==> src/rtl/wdrs_pkg.sv <==
// Purpose: Shared constants and types of the watchdog and reset source block.
// Assumes: 100 MHz aclk, AXI4-Lite register access with 32-bit data.
// Notes:   Timing counts are derived from times in their own units.
package wdrs_pkg;
  // Register byte offsets.
  localparam logic [3:0] OFS_CTRL  = 4'h0;
  localparam logic [3:0] OFS_CMD   = 4'h4;
  localparam logic [3:0] OFS_COUNT = 4'h8;
  localparam logic [3:0] OFS_SYS   = 4'hC;
  // Field positions.
  localparam int CTRL_PRESC_BIT  = 0;
  localparam int CTRL_FLAGS_LSB  = 1;
  localparam int CTRL_RELOAD_LSB = 8;
  localparam int COUNT_EN_BIT    = 16;
  localparam int COUNT_INIT_BIT  = 17;
  localparam int SYS_BIDIR_BIT   = 0;
  // Reset values.
  localparam logic [7:0]  RELOAD_RST = 8'h00;
  localparam logic        PRESC_RST  = 1'b0;
  // Prescaler last counts and counter top.
  localparam logic [6:0]  DIV2_LAST   = 7'h01;
  localparam logic [6:0]  DIV128_LAST = 7'h7F;
  localparam logic [15:0] CNT_TOP     = 16'hFFFF;
  // Times in ns or TCL periods and the cycle counts derived from them.
  localparam int CLK_NS      = 10;
  localparam int TCL_NS      = 5;
  localparam int FILT_NS     = 50;
  localparam int MINPULSE_NS = 500;
  localparam int SEQ_TCL     = 1024;
  localparam int FILT_CYC    = (FILT_NS + CLK_NS - 1) / CLK_NS;
  localparam int LONG_NS     = (1032 + 12) * TCL_NS + ((4 * TCL_NS > MINPULSE_NS) ? 4 * TCL_NS : MINPULSE_NS);
  localparam int LONG_CYC    = (LONG_NS + CLK_NS - 1) / CLK_NS;
  localparam int SEQ_CYC     = (SEQ_TCL * TCL_NS + CLK_NS - 1) / CLK_NS;
  localparam logic [2:0] FILT_LAST  = 3'(FILT_CYC - 1);
  localparam logic [9:0] FILT_START = 10'(FILT_CYC);
  localparam logic [9:0] LONG_LIM   = 10'(LONG_CYC);
  localparam logic [9:0] SEQ_LAST   = 10'(SEQ_CYC - 1);
  localparam logic [9:0] LOW_MAX    = 10'h3FF;
  // Bus responses.
  localparam logic [1:0] RESP_OKAY   = 2'h0;
  localparam logic [1:0] RESP_SLVERR = 2'h2;
  // Reset cause flags, in register bit order from the top.
  typedef struct packed {
    logic poweron_flag;
    logic long_hw_flag;
    logic short_hw_flag;
    logic soft_flag;
    logic overflow_flag;
  } wdrs_flags_s;
  // Command strobes written to the command register.
  typedef struct packed {
    logic disable_req;
    logic software_reset_instr;
    logic end_of_init_instr;
    logic service;
  } wdrs_cmd_s;
  // Reset sequencer states.
  typedef enum logic [2:0] {
    ST_RUN = 3'b001,
    ST_HW  = 3'b010,
    ST_SEQ = 3'b100
  } wdrs_state_e;
endpackage

==> src/rtl/wdrs_top.sv <==
// Purpose: Watchdog timer with reset source flags, reset pin filter and sequencer.
// Assumes: Pins are synchronous to aclk; aresetn is the power-on reset.
// Notes:   Cause flags survive every reset except aresetn.
//
// The AXI4-Lite interface to the registers and the register offsets were left to the implementer.

// Overview of operation
// - Watchdog enabled after reset; disable only pre-init.
// - Overflow forces internal reset, drives reset out.
// - Reset cause recorded as five separate flags.
// - Software reset sets only its own flag.
// - End of init clears flags; readable before.
// - 16-bit counter, prescale by 2 or 128.
// - Service loads high byte with reload value.
// - Timeout is (256 - reload) times 256 ticks.
// - Low input flagged short; long low also flagged long.
// - Input filter rejects spikes under 50 ns.
// - Mode pin low blocks driving reset input.
// - Low input with mode low resets but sets no flag.
// - Bidirectional enable cleared by every reset.
module wdrs_top
  import wdrs_pkg::*;
(
  input  wire logic        aclk,
  input  wire logic        aresetn,
  input  wire logic [3:0]  s_axi_awaddr,
  input  wire logic        s_axi_awvalid,
  output logic             s_axi_awready,
  input  wire logic [31:0] s_axi_wdata,
  input  wire logic [3:0]  s_axi_wstrb,
  input  wire logic        s_axi_wvalid,
  output logic             s_axi_wready,
  output logic [1:0]       s_axi_bresp,
  output logic             s_axi_bvalid,
  input  wire logic        s_axi_bready,
  input  wire logic [3:0]  s_axi_araddr,
  input  wire logic        s_axi_arvalid,
  output logic             s_axi_arready,
  output logic [31:0]      s_axi_rdata,
  output logic [1:0]       s_axi_rresp,
  output logic             s_axi_rvalid,
  input  wire logic        s_axi_rready,
  input  wire logic        reset_in_pin_n,
  output logic             reset_in_pin_o,
  output logic             reset_in_pin_oe,
  input  wire logic        reset_mode_pin,
  output logic             reset_out_pin_n,
  output logic             sys_reset
);

  // Decodes a mapped register offset.
  function automatic logic addr_ok(input logic [3:0] a);
    addr_ok = (a == OFS_CTRL) || (a == OFS_CMD) || (a == OFS_COUNT) || (a == OFS_SYS);
  endfunction

  // Bus state.
  logic [3:0]  aw_addr, next_aw_addr;
  logic        aw_held, next_aw_held;
  logic [31:0] w_data, next_w_data;
  logic [3:0]  w_strb, next_w_strb;
  logic        w_held, next_w_held;
  logic        next_awready, next_wready, next_bvalid, next_arready, next_rvalid;
  logic [1:0]  next_bresp, next_rresp;
  logic [31:0] next_rdata;
  logic        wr_fire;
  // Core state.
  wdrs_state_e state, next_state;
  wdrs_flags_s flags, next_flags;
  wdrs_cmd_s   cmd;
  logic [9:0]  seq_cnt, next_seq_cnt;
  logic [9:0]  low_cnt, next_low_cnt;
  logic [2:0]  filt_cnt, next_filt_cnt;
  logic        is_async, next_is_async;
  logic        drive_req, next_drive_req;
  logic        wd_en, next_wd_en;
  logic        init_done, next_init_done;
  logic        presc, next_presc;
  logic [7:0]  reload, next_reload;
  logic        bidir_en, next_bidir_en;
  logic [6:0]  pre_cnt, next_pre_cnt;
  logic [15:0] wd_cnt, next_wd_cnt;
  logic        pin_low, filt_low, tick, wd_ovf, ev_any, enter_reset;

  // Own drive of the reset input must not read back as an external reset.
  assign pin_low  = !reset_in_pin_n && !reset_in_pin_oe;
  assign filt_low = pin_low && (filt_cnt == FILT_LAST);
  assign tick     = wd_en && (pre_cnt == (presc ? DIV128_LAST : DIV2_LAST));
  assign wd_ovf   = (state == ST_RUN) && tick && (wd_cnt == CNT_TOP) && !cmd.service && !filt_low;
  assign ev_any   = (state == ST_RUN) && (filt_low || wd_ovf || cmd.software_reset_instr);
  assign wr_fire  = aw_held && w_held && !s_axi_bvalid;
  assign cmd      = (wr_fire && aw_addr == OFS_CMD && w_strb[0]) ? wdrs_cmd_s'(w_data[3:0]) : '0;

  // AXI4-Lite slave: address and data taken in either order, answer after both.
  always_comb begin
    next_aw_addr = aw_addr;
    next_aw_held = aw_held;
    next_w_data  = w_data;
    next_w_strb  = w_strb;
    next_w_held  = w_held;
    next_bvalid  = s_axi_bvalid;
    next_bresp   = s_axi_bresp;
    next_rvalid  = s_axi_rvalid;
    next_rresp   = s_axi_rresp;
    next_rdata   = s_axi_rdata;
    if (s_axi_awvalid && s_axi_awready) begin
      next_aw_addr = s_axi_awaddr;
      next_aw_held = 1'b1;
    end
    if (s_axi_wvalid && s_axi_wready) begin
      next_w_data = s_axi_wdata;
      next_w_strb = s_axi_wstrb;
      next_w_held = 1'b1;
    end
    if (wr_fire) begin
      next_aw_held = 1'b0;
      next_w_held  = 1'b0;
      next_bvalid  = 1'b1;
      next_bresp   = addr_ok(aw_addr) ? RESP_OKAY : RESP_SLVERR;
    end else if (s_axi_bvalid && s_axi_bready) begin
      next_bvalid = 1'b0;
    end
    if (s_axi_rvalid && s_axi_rready) begin
      next_rvalid = 1'b0;
    end
    if (s_axi_arvalid && s_axi_arready) begin
      next_rvalid = 1'b1;
      next_rresp  = addr_ok(s_axi_araddr) ? RESP_OKAY : RESP_SLVERR;
      next_rdata  = 32'h0;
      case (s_axi_araddr)
        OFS_CTRL: begin
          next_rdata[CTRL_PRESC_BIT] = presc;
          next_rdata[CTRL_FLAGS_LSB +: 5] = flags;
          next_rdata[CTRL_RELOAD_LSB +: 8] = reload;
        end
        OFS_COUNT: begin
          next_rdata[15:0] = wd_cnt;
          next_rdata[COUNT_EN_BIT] = wd_en;
          next_rdata[COUNT_INIT_BIT] = init_done;
        end
        OFS_SYS: next_rdata[SYS_BIDIR_BIT] = bidir_en;
        default: next_rdata = 32'h0;
      endcase
    end
    next_awready = !next_aw_held && !next_bvalid;
    next_wready  = !next_w_held && !next_bvalid;
    next_arready = !next_rvalid;
  end

  // Registers the bus state.
  always_ff @(posedge aclk) begin
    if (!aresetn) begin
      aw_addr       <= 4'h0;
      aw_held       <= 1'b0;
      w_data        <= 32'h0;
      w_strb        <= 4'h0;
      w_held        <= 1'b0;
      s_axi_awready <= 1'b0;
      s_axi_wready  <= 1'b0;
      s_axi_bvalid  <= 1'b0;
      s_axi_bresp   <= RESP_OKAY;
      s_axi_arready <= 1'b0;
      s_axi_rvalid  <= 1'b0;
      s_axi_rresp   <= RESP_OKAY;
      s_axi_rdata   <= 32'h0;
    end else begin
      aw_addr       <= next_aw_addr;
      aw_held       <= next_aw_held;
      w_data        <= next_w_data;
      w_strb        <= next_w_strb;
      w_held        <= next_w_held;
      s_axi_awready <= next_awready;
      s_axi_wready  <= next_wready;
      s_axi_bvalid  <= next_bvalid;
      s_axi_bresp   <= next_bresp;
      s_axi_arready <= next_arready;
      s_axi_rvalid  <= next_rvalid;
      s_axi_rresp   <= next_rresp;
      s_axi_rdata   <= next_rdata;
    end
  end

  // Watchdog, pin filter and reset sequencer.
  always_comb begin
    next_state     = state;
    next_flags     = flags;
    next_seq_cnt   = seq_cnt;
    next_low_cnt   = low_cnt;
    next_is_async  = is_async;
    next_drive_req = drive_req;
    next_wd_en     = wd_en;
    next_init_done = init_done;
    next_presc     = presc;
    next_reload    = reload;
    next_bidir_en  = bidir_en;
    next_pre_cnt   = pre_cnt;
    next_wd_cnt    = wd_cnt;
    enter_reset    = 1'b0;
    next_filt_cnt  = (pin_low && filt_cnt != FILT_LAST) ? filt_cnt + 3'h1 : (pin_low ? filt_cnt : 3'h0);
    case (state)
      ST_RUN: begin
        if (wr_fire && aw_addr == OFS_CTRL) begin
          if (w_strb[0]) next_presc = w_data[CTRL_PRESC_BIT];
          if (w_strb[1]) next_reload = w_data[CTRL_RELOAD_LSB +: 8];
        end
        if (wr_fire && aw_addr == OFS_SYS && w_strb[0]) next_bidir_en = w_data[SYS_BIDIR_BIT];
        if (cmd.disable_req && !init_done) next_wd_en = 1'b0;
        if (cmd.end_of_init_instr) begin
          next_init_done = 1'b1;
          next_flags     = '0;
        end
        if (cmd.service) begin
          next_wd_cnt  = {reload, 8'h00};
          next_pre_cnt = 7'h00;
        end else if (wd_en) begin
          next_pre_cnt = tick ? 7'h00 : pre_cnt + 7'h01;
          if (tick) next_wd_cnt = wd_cnt + 16'h0001;
        end
        // Set wins over the clear done above.
        if (filt_low) begin
          next_state    = ST_HW;
          next_is_async = !reset_mode_pin;
          next_low_cnt  = FILT_START;
          enter_reset   = 1'b1;
        end else if (wd_ovf) begin
          next_flags.overflow_flag = 1'b1;
          next_state     = ST_SEQ;
          next_drive_req = bidir_en;
          enter_reset    = 1'b1;
        end else if (cmd.software_reset_instr) begin
          next_flags.soft_flag = 1'b1;
          next_state     = ST_SEQ;
          next_drive_req = bidir_en;
          enter_reset    = 1'b1;
        end
      end
      ST_HW: begin
        if (pin_low) begin
          if (low_cnt != LOW_MAX) next_low_cnt = low_cnt + 10'h001;
        end else begin
          if (!is_async) begin
            next_flags.short_hw_flag = 1'b1;
            if (low_cnt > LONG_LIM) next_flags.long_hw_flag = 1'b1;
          end
          next_state = ST_SEQ;
        end
      end
      ST_SEQ: begin
        next_seq_cnt = seq_cnt + 10'h001;
        if (seq_cnt == SEQ_LAST) begin
          next_state     = ST_RUN;
          next_drive_req = 1'b0;
        end
      end
      default: next_state = ST_RUN;
    endcase
    if (enter_reset) begin
      next_wd_en     = 1'b1;
      next_init_done = 1'b0;
      next_presc     = PRESC_RST;
      next_reload    = RELOAD_RST;
      next_bidir_en  = 1'b0;
      next_pre_cnt   = 7'h00;
      next_wd_cnt    = 16'h0000;
      next_seq_cnt   = 10'h000;
    end
  end

  // Registers core state; outputs follow the next state.
  always_ff @(posedge aclk) begin
    if (!aresetn) begin
      state           <= ST_RUN;
      flags           <= 5'h10;
      seq_cnt         <= 10'h000;
      low_cnt         <= 10'h000;
      filt_cnt        <= 3'h0;
      is_async        <= 1'b0;
      drive_req       <= 1'b0;
      wd_en           <= 1'b1;
      init_done       <= 1'b0;
      presc           <= PRESC_RST;
      reload          <= RELOAD_RST;
      bidir_en        <= 1'b0;
      pre_cnt         <= 7'h00;
      wd_cnt          <= 16'h0000;
      reset_out_pin_n <= 1'b0;
      sys_reset       <= 1'b1;
      reset_in_pin_o  <= 1'b0;
      reset_in_pin_oe <= 1'b0;
    end else begin
      state           <= next_state;
      flags           <= next_flags;
      seq_cnt         <= next_seq_cnt;
      low_cnt         <= next_low_cnt;
      filt_cnt        <= next_filt_cnt;
      is_async        <= next_is_async;
      drive_req       <= next_drive_req;
      wd_en           <= next_wd_en;
      init_done       <= next_init_done;
      presc           <= next_presc;
      reload          <= next_reload;
      bidir_en        <= next_bidir_en;
      pre_cnt         <= next_pre_cnt;
      wd_cnt          <= next_wd_cnt;
      reset_out_pin_n <= (next_state == ST_RUN);
      sys_reset       <= (next_state != ST_RUN);
      reset_in_pin_o  <= 1'b0;
      reset_in_pin_oe <= next_drive_req && (next_state == ST_SEQ) && reset_mode_pin;
    end
  end
endmodule

==> config.mk <==
export PLATFORM = sky130hd
export DESIGN_NAME = wdrs_top
export DESIGN_NICKNAME = d
export VERILOG_FILES = /design/src/rtl/wdrs_pkg.sv /design/src/rtl/wdrs_top.sv
export SDC_FILE = /design/constraint.sdc
export NUM_CORES = 1
export LEC_CHECK = 0
export ABC_CLOCK_PERIOD_IN_PS = 2300
export BUFFER_PORTS_ARGS = -buffer_cell sky130_fd_sc_hd__buf_2
export CORE_UTILIZATION = 50
export CTS_CLUSTER_DIAMETER = 50
export CTS_CLUSTER_SIZE = 25
export DETAILED_ROUTE_END_ITERATION = 8
export PLACE_DENSITY_LB_ADDON = 0.25
export RECOVER_POWER = 50
export SKIP_LAST_GASP = 1
export SLEW_MARGIN = 20
export SYNTH_ARGS = -nofsm -noshare
export SYNTH_HDL_FRONTEND = slang
export SYNTH_SLANG_ARGS = --single-unit
==> constraint.sdc <==
create_clock -name aclk -period 2.3 [get_ports aclk]
set_input_delay 0.115 -clock aclk [delete_from_list [all_inputs] [get_ports aclk]]
set_output_delay 0.115 -clock aclk [all_outputs]
set_load 0.02 [all_outputs]
==> out/qor.yml, run 1 <==
dr.pass1.iters: 4
synth_cell_type_count: 55
clock_path_buffers: 2
finClkSkew_ps: 7.129
via_per_inst: 5.498
track_usage_pct: 25.27
path_max_fanout: 26
tns_ps: 0
crit_required_ps: 2700
grt_antenna_before_repair: 0
grt_pass1_vias: 4468
cp-startpoint: "pre_cnt[4]$_SDFFE_PP0P_"
worstPathArrival_ps: 2580
drive_gt1_share_pct: 14.00
synth_area_um2: 5109
hpwl_um: 8464
final_core_util_pct: 65.99
hold_class: "in -> reg"
grt_pass1_wl_um: 20520
relSlewSlack_pct: 32.67
leakagePower_uw: 0.002543
fp.coreArea_um2: 9819
synth-edff-count: 0
gp_congestion: 0.8472
final_nets: 756
synth_ff_type: "dfxtp_1"
cp-start-kind: "register"
reg2reg_to: "pre_cnt[1]$_SDFFE_PP0P_"
peakVddDrop_mv: 0.5064
route.detailed.drc: 0
regToRegStartpoint: "pre_cnt[4]$_SDFFE_PP0P_"
syn_area_per_cell_um2: 8.644
syn-instance-count: 591
cts_inserted_buffers: 17
drt-initial-drc-count: 227
dpl-instance-area_um2: 5629
power_density_nw_per_um2: 816.5
routed_wl_um: 12670
io_pins: 98
num_rows: 36
overflow: 0
cts_tree: "built"
htreeDepth: 4
avgRoutedWirePerCell_um: 15.08
finalSetupViolCount: 0
fp.dieH_um: 103.1
max_clock_freq_mhz: 459.7
rrSetupSlack_ps: 120
postRouteAntennaNets: 0
ys_ff_latch: 116
die_w_um: 103.1
hold_viol_final: 0
area_growth_syn_to_layout_pct: 26.84
vias: 4618
nFillCells: 819
reg2reg_depth: 6
design_area_um2: 6480
hold_ws_ps: 25.47
clock_sinks: 116
grt_max_degree: 49
die_area_um2: 10630
outcome: "completed"
total_power_uw: 5291
clk_latency_ps: 520
yosys_warnings: 0
clkTransAtPathRegs_ps: 60
tightest_slew_ps: 1010
grt_setup_unrepaired: "no"
cp-endpoint: "pre_cnt[1]$_SDFFE_PP0P_"
cts_root_buf: "clkbuf_8"
crit_path_end_kind: "register"
diodes: 0
seq_area_frac_synth_pct: 45.46
async_flop_share_pct: 0
min_period_over_period_pct: 94.58
worstSetupPathType: "reg -> reg"
start_util_pct: 52.03
port_buffers: 58
slew_viol_final: 0
min_period_ps: 2175
cap_viol_max_count: 0
-- through the flow --
| step | setup WS [ps] | std cells |
|---|---|---|
| final | 124.7 | 840 |
| after global routing | 25.00 | 840 |
| after CTS | 61.19 | 840 |
| after detailed placement | 110.0 | 783 |
| after global placement | 158.5 | 783 |
| after floorplan | 63.75 | 607 |
-- cell usage after synthesis, types with 3 or more instances --
| library cell | instances | share of area [%] |
|---|---|---|
| dfxtp_1 | 116 | 45 |
| nand2_1 | 75 | 5.5 |
| nor2_1 | 74 | 5.4 |
| a21oi_1 | 38 | 3.7 |
| nor3_1 | 34 | 3.3 |
| nand3_1 | 24 | 2.4 |
| xor2_1 | 20 | 3.4 |
| buf_4 | 19 | 2.8 |
| clkbuf_1 | 19 | 1.4 |
| nand4_1 | 18 | 2.2 |
| a221oi_1 | 13 | 2.2 |
| mux2i_1 | 13 | 2.5 |
| and3_1 | 12 | 1.5 |
| inv_1 | 11 | 0.81 |
| xnor2_1 | 10 | 1.7 |
| and2_1 | 8 | 0.98 |
| ha_1 | 7 | 1.7 |
| o21ai_0 | 7 | 0.69 |
| a211oi_1 | 5 | 0.73 |
| and4_1 | 5 | 0.86 |
| nor3b_1 | 5 | 0.73 |
| or2_2 | 4 | 0.49 |
| a31oi_1 | 3 | 0.37 |
| buf_2 | 3 | 0.29 |
| nand2b_1 | 3 | 0.37 |
| nand3b_1 | 3 | 0.44 |
| nor2b_1 | 3 | 0.37 |
| nor4b_1 | 3 | 0.51 |
-- routing by layer --
layer | track usage [%] | part of all wire (%)
met5 | 0 | 0
met4 | 13.76 | 1.9
met3 | 5.627 | 4.6
met1 | 28.88 | 43
met2 | 43.85 | 51
-- cells by family after synthesis --
group / share of synthesized area (%)
simple gates: 26.89
flops: 45.46
compound gates: 12.66
buf+inv: 5.290
xor+xnor: 5.143
mux: 2.767
fa+ha+maj: 1.714
other cells: 0.07340
-- cells in the final DEF, fill, tap and decap left out, types with 3 or more instances in the layout --
| cell type | n |
|---|---|
| mux2i_1 | 13 |
| conb_1 | 17 |
| dfxtp_1 | 116 |
| a211oi_1 | 5 |
| nand4_1 | 18 |
| inv_1 | 11 |
| nor2_1 | 74 |
| and2_1 | 7 |
| buf_2 | 29 |
| buf_4 | 22 |
| clkbuf_8 | 4 |
| clkbuf_16 | 16 |
| or2_2 | 4 |
| a221oi_1 | 13 |
| nor3b_1 | 4 |
| nand2b_1 | 3 |
| nand2_1 | 75 |
| o21ai_0 | 7 |
| dlygate4sd3_1 | 27 |
| and4_1 | 5 |
| xor2_1 | 20 |
| nor2b_1 | 3 |
| xnor2_1 | 10 |
| clkinvlp_4 | 3 |
| a31oi_1 | 3 |
| ha_1 | 7 |
| nand3b_1 | 3 |
| nor3_1 | 34 |
| nand3_1 | 24 |
| bufinv_16 | 4 |
| and3_1 | 12 |
| a21oi_1 | 38 |
| clkbuf_1 | 31 |
-- final cells by class --
class	count	area [µm²]	area share, %
Clock buffer	21	459.2	7.086
Multi-Input combinational cell	439	2600	40.12
Inverter	11	41.29	0.6372
Timing Repair Buffer	111	738.2	11.39
Clock inverter	9	152.6	2.356
Tap cell	133	166.4	2.568
Sequential cell	116	2322	35.84
-- power breakdown --
part	leakage (µW)	switching [µW]	internal, µW
Sequential	0.000942	44.7	2070
Combinational	0.00131	262	172
Clock	0.000292	911	1830
-- sequential cells by signal (all words and copies together), names as in the netlist, 2 cells and up --
register	count
pre_cnt	7
w_strb	2
wd_cnt	16
filt_cnt	3
seq_cnt	10
state	3
s_axi_rdata	18
aw_addr	4
low_cnt	10
reload	8
w_data	12
flags	5
-- worst min path at each step --
stage | cells after the start | startpoint | end
final | 3 | s_axi_araddr[0] | s_axi_rresp[1]$_SDFFE_PN0P_
after global routing | 5 | reset_in_pin_n | filt_cnt[1]$_SDFFE_PN0P_
after CTS | 3 | s_axi_araddr[0] | s_axi_rresp[1]$_SDFFE_PN0P_
after detailed placement | 2 | reset_mode_pin | is_async$_SDFFE_PN0P_
after global placement | 2 | reset_mode_pin | is_async$_SDFFE_PN0P_
after floorplan | 1 | reset_mode_pin | is_async$_SDFFE_PN0P_
-- worst max-delay path, cell delays in order (launching register included) --
cell      delay (ps)
dfxtp_1          340
or4_1            580
a221oi_4         330
nand4_4          210
a32oi_4          310
buf_12           210
nor3_1            70
-- timing repair --
item,CTS,global route
gates resized for setup,0,2
endpoints found under the setup margin,0,2
hold buffers,27,0
endpoints found under the hold margin,30,0
buffers inserted,0,0
(Power assumes the default switching activity.)
==> run 2, diff against run 1 <==
--- a/config.mk
+++ b/config.mk
@@ -7,10 +7,12 @@
 export LEC_CHECK = 0
 export ABC_CLOCK_PERIOD_IN_PS = 2300
 export BUFFER_PORTS_ARGS = -buffer_cell sky130_fd_sc_hd__buf_2
+export CORE_MARGIN = 2
 export CORE_UTILIZATION = 50
 export CTS_CLUSTER_DIAMETER = 50
 export CTS_CLUSTER_SIZE = 25
 export DETAILED_ROUTE_END_ITERATION = 8
+export GPL_ROUTABILITY_DRIVEN = 0
 export PLACE_DENSITY_LB_ADDON = 0.25
 export RECOVER_POWER = 50
 export SKIP_LAST_GASP = 1
==> run 2 against run 1 <==
Net effect: clock-buffer cell count fell by 1; fmax fell by 2.5%; wire length rose by 3.1%; power barely moved; die area rose by 3.9%; hold slack improved by 5.6 ps; cell count rose by 0.48%; clock power barely moved; clock skew rose by 5.8 ps; sequential power barely moved; register-to-register slack got worse by 50 ps.
==> out/qor.yml, run 2 (synthesis gave the netlist of run 1 again) <==
path_max_fanout: 15  # was 26
clkTransAtPathRegs_ps: 60  # about the same
postRouteAntennaNets: 0  # unchanged
regMostFlops: "s_axi_rdata"  # unchanged
cp_num_buf_inv: 2  # was 1
dpl-instance-area_um2: 5617  # was 5629 µm²
reg_top3: "s_axi_rdata x18, wd_cnt x16, w_data x12"  # unchanged
grt_antenna_before_repair: 0  # unchanged
clock_path_buffers: 2  # unchanged
leakagePower_uw: 0.002548  # was 0.002543 µW
die_area_um2: 11040  # was 10630 µm²
peakVddDrop_mv: 0.4879  # was 0.5064 mV
stdcell_count: 844  # was 840
min_period_ps: 2230  # was 2175 ps
hold_viol_final: 0  # unchanged
path_common_cell: "buf_4"
slowest_stage: "or4_1"  # unchanged
routed_wl_um: 13060  # was 12670 µm
grtUsageMet1_pct: 28.07  # was 28.88%
io_pins: 98  # unchanged
cp_top_family: "simple AND/OR/NAND/NOR gates"  # unchanged
min_period_over_period_pct: 96.95  # was 94.58%
tightest_slew_ps: 975.5  # was 1010 ps
cap_viol_max_count: 0  # unchanged
area_growth_syn_to_layout_pct: 27.21  # was 26.84%
cts_setup_buffers: 0  # unchanged
finalSetupViolCount: 0  # unchanged
cts_tree: "built"  # unchanged
drive_gt1_share_pct: 14.21  # was 14.00%
grt_pass1_vias: 4633  # was 4468
track_usage_pct: 24.41  # was 25.27%
vias: 4682  # was 4618
cts_root_buf: "clkbuf_8"  # unchanged
largest_reg_flops: 18  # unchanged
grt_max_degree: 49  # unchanged
grt_util_met3_pct: 4.429  # was 5.627%
worstPathArrival_ps: 2630  # was 2580 ps
rrSetupSlack_ps: 70  # was 120 ps
tns_ps: 0  # unchanged
power_density_nw_per_um2: 813.6  # was 816.5 nW/µm²
worstHoldPathCells: 3  # unchanged
reg2reg_to: "pre_cnt[4]$_SDFFE_PP0P_"  # was pre_cnt[1]$_SDFFE_PP0P_
layout_commonest_cell: "dfxtp_1"  # unchanged
slew_viol_final: 0  # unchanged
overflow: 0  # unchanged
htreeDepth: 4  # unchanged
worstHoldStart: "s_axi_araddr[3]"  # was s_axi_araddr[0]
cp-start-kind: "register"  # unchanged
crit_path_end_kind: "register"  # unchanged
grt_use_met2_pct: 43.78  # was 43.85%
finClkSkew_ps: 12.88  # was 7.129 ps
max_stage_delay_ps: 600  # was 580 ps
hold_end: "s_axi_rdata[0]$_SDFFE_PN0P_"  # was s_axi_rresp[1]$_SDFFE_PN0P_
outcome: "completed"  # unchanged
reg2reg_depth: 6  # unchanged
regToRegStartpoint: "pre_cnt[4]$_SDFFE_PP0P_"  # unchanged
relSlewSlack_pct: 34.96  # was 32.67%
dr.pass1.iters: 5  # was 4
drt-initial-drc-count: 302  # was 227
hpwl_um: 8581  # was 8464 µm
diodes: 0  # unchanged
design_area_um2: 6499  # was 6480 µm²
place_inst: 783  # unchanged
final_nets: 758  # was 756
hold_class: "in -> reg"  # unchanged
via_per_inst: 5.547  # was 5.498
cts_inserted_buffers: 17  # unchanged
final_cell_mix: "116 x dfxtp_1, 75 x nand2_1, 74 x nor2_1, 38 x a21oi_1, 34 x nor3_1"  # unchanged
port_buffers: 58  # unchanged
clock_sinks: 116  # unchanged
top_usage_layer: "met2"  # unchanged
crit_required_ps: 2700  # about the same
num_rows: 36  # unchanged
fp.coreArea_um2: 9864  # was 9819 µm²
avgRoutedWirePerCell_um: 15.48  # was 15.08 µm
max_clock_freq_mhz: 448.4  # was 459.7 MHz
worstSetupPathType: "reg -> reg"  # unchanged
grt_pass1_wl_um: 21780  # was 20520 µm
clk_latency_ps: 520  # about the same
path_cells: "or4_1 -> a221oi_4 -> buf_4 -> nand2b_1 -> buf_4 -> nor3_1"  # was or4_1 -> a221oi_4 -> nand4_4 -> a32oi_4 -> buf_12 -> nor3_1
start_util_pct: 51.79  # was 52.03%
fp.dieH_um: 105.1  # was 103.1 µm
grt_setup_unrepaired: "no"  # unchanged
route.detailed.drc: 0  # unchanged
die_w_um: 105.1  # was 103.1 µm
run 2: worst min-delay path, cell delays in order:
cell and delay [ps]:
buf_2 110, a32oi_1 180, a211oi_1 90
run 2: report_power, final:
part           switching [µW]  total [µW]  leakage, µW  internal (µW)
combinational             270         444      0.00131            174
sequential               48.6        2120     0.000942           2070
clock                     934        2720     0.000291           1790
total                    1250        5290      0.00255           4030
run 2: through the flow:
stage / worst slack, ps / total power, µW / hold WS [ps] / utilization [%]
after floorplan: 63.75 / 2447 / 210.6 / -
after global placement: 138.0 / 2551 / 321.8 / 56.94
after detailed placement: 94.12 / 2565 / 333.7 / 56.94
after CTS: 44.92 / 5309 / 18.92 / 66.11
after global routing: 6.972 / 5463 / 46.25 / 65.88
final: 70.05 / 5287 / 31.09 / 65.88
run 2: cell type report:
class	instances	area [µm²]
Sequential cell	116	2322
Tap cell	133	166.4
Timing Repair Buffer	113	749.5
Clock inverter	12	178.9
Multi-Input combinational cell	439	2605
Fill cell	796	3366
Clock buffer	20	435.4
Inverter	11	41.29
run 2: metal layers:
| metal | vias up | share of wire, % |
|---|---|---|
| li1 | 2281 | - |
| met5 | - | 0 |
| met1 | 2203 | 41 |
| met3 | 26 | 5.6 |
| met4 | 0 | 1.8 |
| met2 | 172 | 52 |
run 2: what timing repair did:
item / in CTS / in global routing
endpoints found under the setup margin: 0 / 47
endpoints found under the hold margin: 31 / 0
hold buffers: 29 / 0
gates resized for setup: 0 / 4
run 2: how the worst max path moves through the flow:
stage / from / end / slack (ps) / cells after the start
final: pre_cnt[4]$_SDFFE_PP0P_ / pre_cnt[4]$_SDFFE_PP0P_ / 70 / 6
after global routing: filt_cnt[0]$_SDFFE_PN0P_ / low_cnt[5]$_SDFFE_PN0P_ / 7 / 8
after CTS: wd_cnt[0]$_SDFFE_PP0P_ / seq_cnt[5]$_SDFFE_PP0N_ / 40 / 8
after detailed placement: pre_cnt[4]$_SDFFE_PP0P_ / seq_cnt[2]$_SDFFE_PP0N_ / 90 / 6
after global placement: pre_cnt[4]$_SDFFE_PP0P_ / wd_cnt[11]$_SDFFE_PP0P_ / 140 / 6
after floorplan: wd_cnt[0]$_SDFFE_PP0P_ / bidir_en$_SDFFE_PP0P_ / 60 / 7
==> run 3, diff against run 2 <==
--- a/config.mk
+++ b/config.mk
@@ -5,10 +5,10 @@
 export SDC_FILE = /design/constraint.sdc
 export NUM_CORES = 1
 export LEC_CHECK = 0
-export ABC_CLOCK_PERIOD_IN_PS = 2300
+export ABC_CLOCK_PERIOD_IN_PS = 2500
 export BUFFER_PORTS_ARGS = -buffer_cell sky130_fd_sc_hd__buf_2
 export CORE_MARGIN = 2
-export CORE_UTILIZATION = 50
+export CORE_UTILIZATION = 55
 export CTS_CLUSTER_DIAMETER = 50
 export CTS_CLUSTER_SIZE = 25
 export DETAILED_ROUTE_END_ITERATION = 8
==> constraint.sdc (replaced) <==
create_clock -name aclk -period 2.5 [get_ports aclk]
set_input_delay 0.125 -clock aclk [delete_from_list [all_inputs] [get_ports aclk]]
set_output_delay 0.125 -clock aclk [all_outputs]
set_load 0.02 [all_outputs]
==> run 3 against run 2 <==
Net effect: clock skew down 1.0 ps; first-iteration DRC count down 32%; critical path depth up 1; largest cell class unchanged.
==> out/qor.yml, run 3 (synthesis gave the netlist of run 1 again) <==
outcome: "completed"  # unchanged
grt_pass1_vias: 4242  # was 4633
design_area_um2: 6351  # was 6499 µm²
grt_setup_unrepaired: "no"  # unchanged
max_stage_delay_ps: 430  # was 600 ps
avgRoutedWirePerCell_um: 14.94  # was 15.48 µm
max_clock_freq_mhz: 423.0  # was 448.4 MHz
via_per_inst: 5.654  # was 5.547
io_pins: 98  # unchanged
num_rows: 35  # was 36
fp.dieH_um: 100.4  # was 105.1 µm
cp-start-kind: "register"  # unchanged
path_common_cell: "nor3_1"  # was buf_4
dp_slack_ps: 233.4  # was 94.12 ps
power_density_nw_per_um2: 747.3  # was 813.6 nW/µm²
hold_end: "s_axi_rdata[0]$_SDFFE_PN0P_"  # unchanged
grt_max_degree: 49  # unchanged
place_inst: 750  # was 783
regToRegStartpoint: "aw_addr[0]$_SDFFE_PN0P_"  # was pre_cnt[4]$_SDFFE_PP0P_
route.detailed.drc: 0  # unchanged
path_max_fanout: 45  # was 15
total_power_uw: 4746  # was 5287 µW
overflow: 0  # unchanged
area_growth_syn_to_layout_pct: 24.32  # was 27.21%
slew_viol_final: 0  # unchanged
port_buffers: 58  # unchanged
largest_reg_flops: 18  # unchanged
cap_viol_max_count: 0  # unchanged
dpl-instance-area_um2: 5507  # was 5617 µm²
worstSetupPathType: "reg -> reg"  # unchanged
relSlewSlack_pct: 36.31  # was 34.96%
fp.coreArea_um2: 9109  # was 9864 µm²
finClkSkew_ps: 11.87  # was 12.88 ps
regMostFlops: "s_axi_rdata"  # unchanged
wirelength_met1_um: 5278  # was 5320 µm
track_usage_pct: 24.95  # was 24.41%
die_area_um2: 10080  # was 11040 µm²
crit_required_ps: 2900  # was 2700 ps
cts_setup_buffers: 0  # unchanged
met3_length_um: 700  # was 727 µm
final_nets: 747  # was 758
drive_gt1_share_pct: 12.59  # was 14.21%
worstPathArrival_ps: 2760  # was 2630 ps
hpwl_um: 7895  # was 8581 µm
reg2reg_depth: 7  # was 6
rrSetupSlack_ps: 140  # was 70 ps
postRouteAntennaNets: 0  # unchanged
peakVddDrop_mv: 0.5220  # was 0.4879 mV
drt-initial-drc-count: 204  # was 302
finalSetupViolCount: 0  # unchanged
reg_top3: "s_axi_rdata x18, wd_cnt x16, w_data x12"  # unchanged
cts_root_buf: "clkbuf_8"  # unchanged
crit_path_end_kind: "register"  # unchanged
reg2reg_to: "pre_cnt[0]$_SDFFE_PP0P_"  # was pre_cnt[4]$_SDFFE_PP0P_
clkTransAtPathRegs_ps: 60  # about the same
clk_latency_ps: 520  # about the same
min_period_over_period_pct: 94.56  # was 96.95%
start_util_pct: 56.09  # was 51.79%
vias: 4585  # was 4682
leakagePower_uw: 0.002492  # was 0.002548 µW
final_cell_mix: "116 x dfxtp_1, 75 x nand2_1, 74 x nor2_1, 38 x a21oi_1, 34 x nor3_1"  # unchanged
worstHoldStart: "s_axi_araddr[3]"  # unchanged
grt_pass1_wl_um: 19820  # was 21780 µm
stdcell_count: 811  # was 844
clock_sinks: 116  # unchanged
tns_ps: 0  # unchanged
slowest_stage: "nor3_1"  # was or4_1
path_cells: "or2_2 -> nor3_1 -> nand2_1 -> nand4_4 -> a32oi_4 -> buf_12 -> nor3_1"  # was or4_1 -> a221oi_4 -> buf_4 -> nand2b_1 -> buf_4 -> nor3_1
hold_class: "in -> reg"  # unchanged
die_w_um: 100.4  # was 105.1 µm
clock_path_buffers: 2  # unchanged
hold_viol_final: 0  # unchanged
min_period_ps: 2364  # was 2230 ps
routed_wl_um: 12120  # was 13060 µm
routed-wl-met2_um: 5915  # was 6777 µm
htreeDepth: 4  # unchanged
layout_commonest_cell: "dfxtp_1"  # unchanged
worstHoldPathCells: 3  # unchanged
tightest_slew_ps: 955.3  # was 975.5 ps
grt_antenna_before_repair: 0  # unchanged
cts_inserted_buffers: 17  # unchanged
top_layer: "met4"  # unchanged
dr.pass1.iters: 4  # was 5
cts_tree: "built"  # unchanged
setup_slack_ps: 136.0  # was 70.05 ps
run 3: cell count changes in the layout (fill, tap and decap cells not counted), moves of 2 or more:
cell and change:
buf_4 -10, clkinv_2 +3, clkbuf_8 +2, clkinv_4 -2
run 3: area by class of cell:
class	instances	area, µm²
fill	703	2758
multi-input combinational	439	2594
sequential	116	2322
timing repair buffer	102	663.1
clock buffer	21	459.2
tap	111	138.9
clock inverter	10	130.1
inverter	11	41.29
antenna	1	2.502
run 3: worst max-delay path by stage:
| stage | startpoint | to | slack [ps] | depth (start not counted) |
|---|---|---|---|---|
| after floorplan | wd_cnt[0]$_SDFFE_PP0P_ | bidir_en$_SDFFE_PP0P_ | 260 | 7 |
| after global placement | pre_cnt[1]$_SDFFE_PP0P_ | wd_cnt[15]$_SDFFE_PP0P_ | 250 | 6 |
| after detailed placement | pre_cnt[1]$_SDFFE_PP0P_ | wd_cnt[10]$_SDFFE_PP0P_ | 230 | 6 |
| after CTS | pre_cnt[1]$_SDFFE_PP0P_ | pre_cnt[0]$_SDFFE_PP0P_ | 190 | 5 |
| after global routing | pre_cnt[1]$_SDFFE_PP0P_ | wd_cnt[15]$_SDFFE_PP0P_ | 30 | 6 |
| final | aw_addr[0]$_SDFFE_PN0P_ | pre_cnt[0]$_SDFFE_PP0P_ | 140 | 7 |
run 3: repair_timing:
item	CTS	global route
endpoints found under the hold margin	31	0
resized for setup	0	1
hold buffers	29	0
setup endpoints to repair	0	1
run 3: where the power goes:
part	total (µW)	switching, µW	internal, µW	leakage, µW
sequential	1950	45.1	1910	0.000942
clock	2410	826	1580	0.000289
combinational	388	239	148	0.00126
run 3: metal layers:
metal,up-vias,track usage [%]
met5,-,0
met4,0,9.273
met3,24,7.521
met2,153,41.82
met1,2147,30.24
li1,2261,-
run 3: critical path, delay by kind of cell (launching register included):
kind,cells,cell delay [ps]
simple gates,5,1570
flops,1,310
buf+inv,1,220
compound gates,1,130
run 3: stage by stage:
| stage | utilization [%] | hold WS [ps] |
|---|---|---|
| final | 69.73 | 67.53 |
| after floorplan | - | 220.6 |
| after global routing | 69.70 | 87.63 |
| after detailed placement | 60.45 | 334.1 |
| after CTS | 70.11 | 69.47 |
| after global placement | 60.45 | 331.3 |
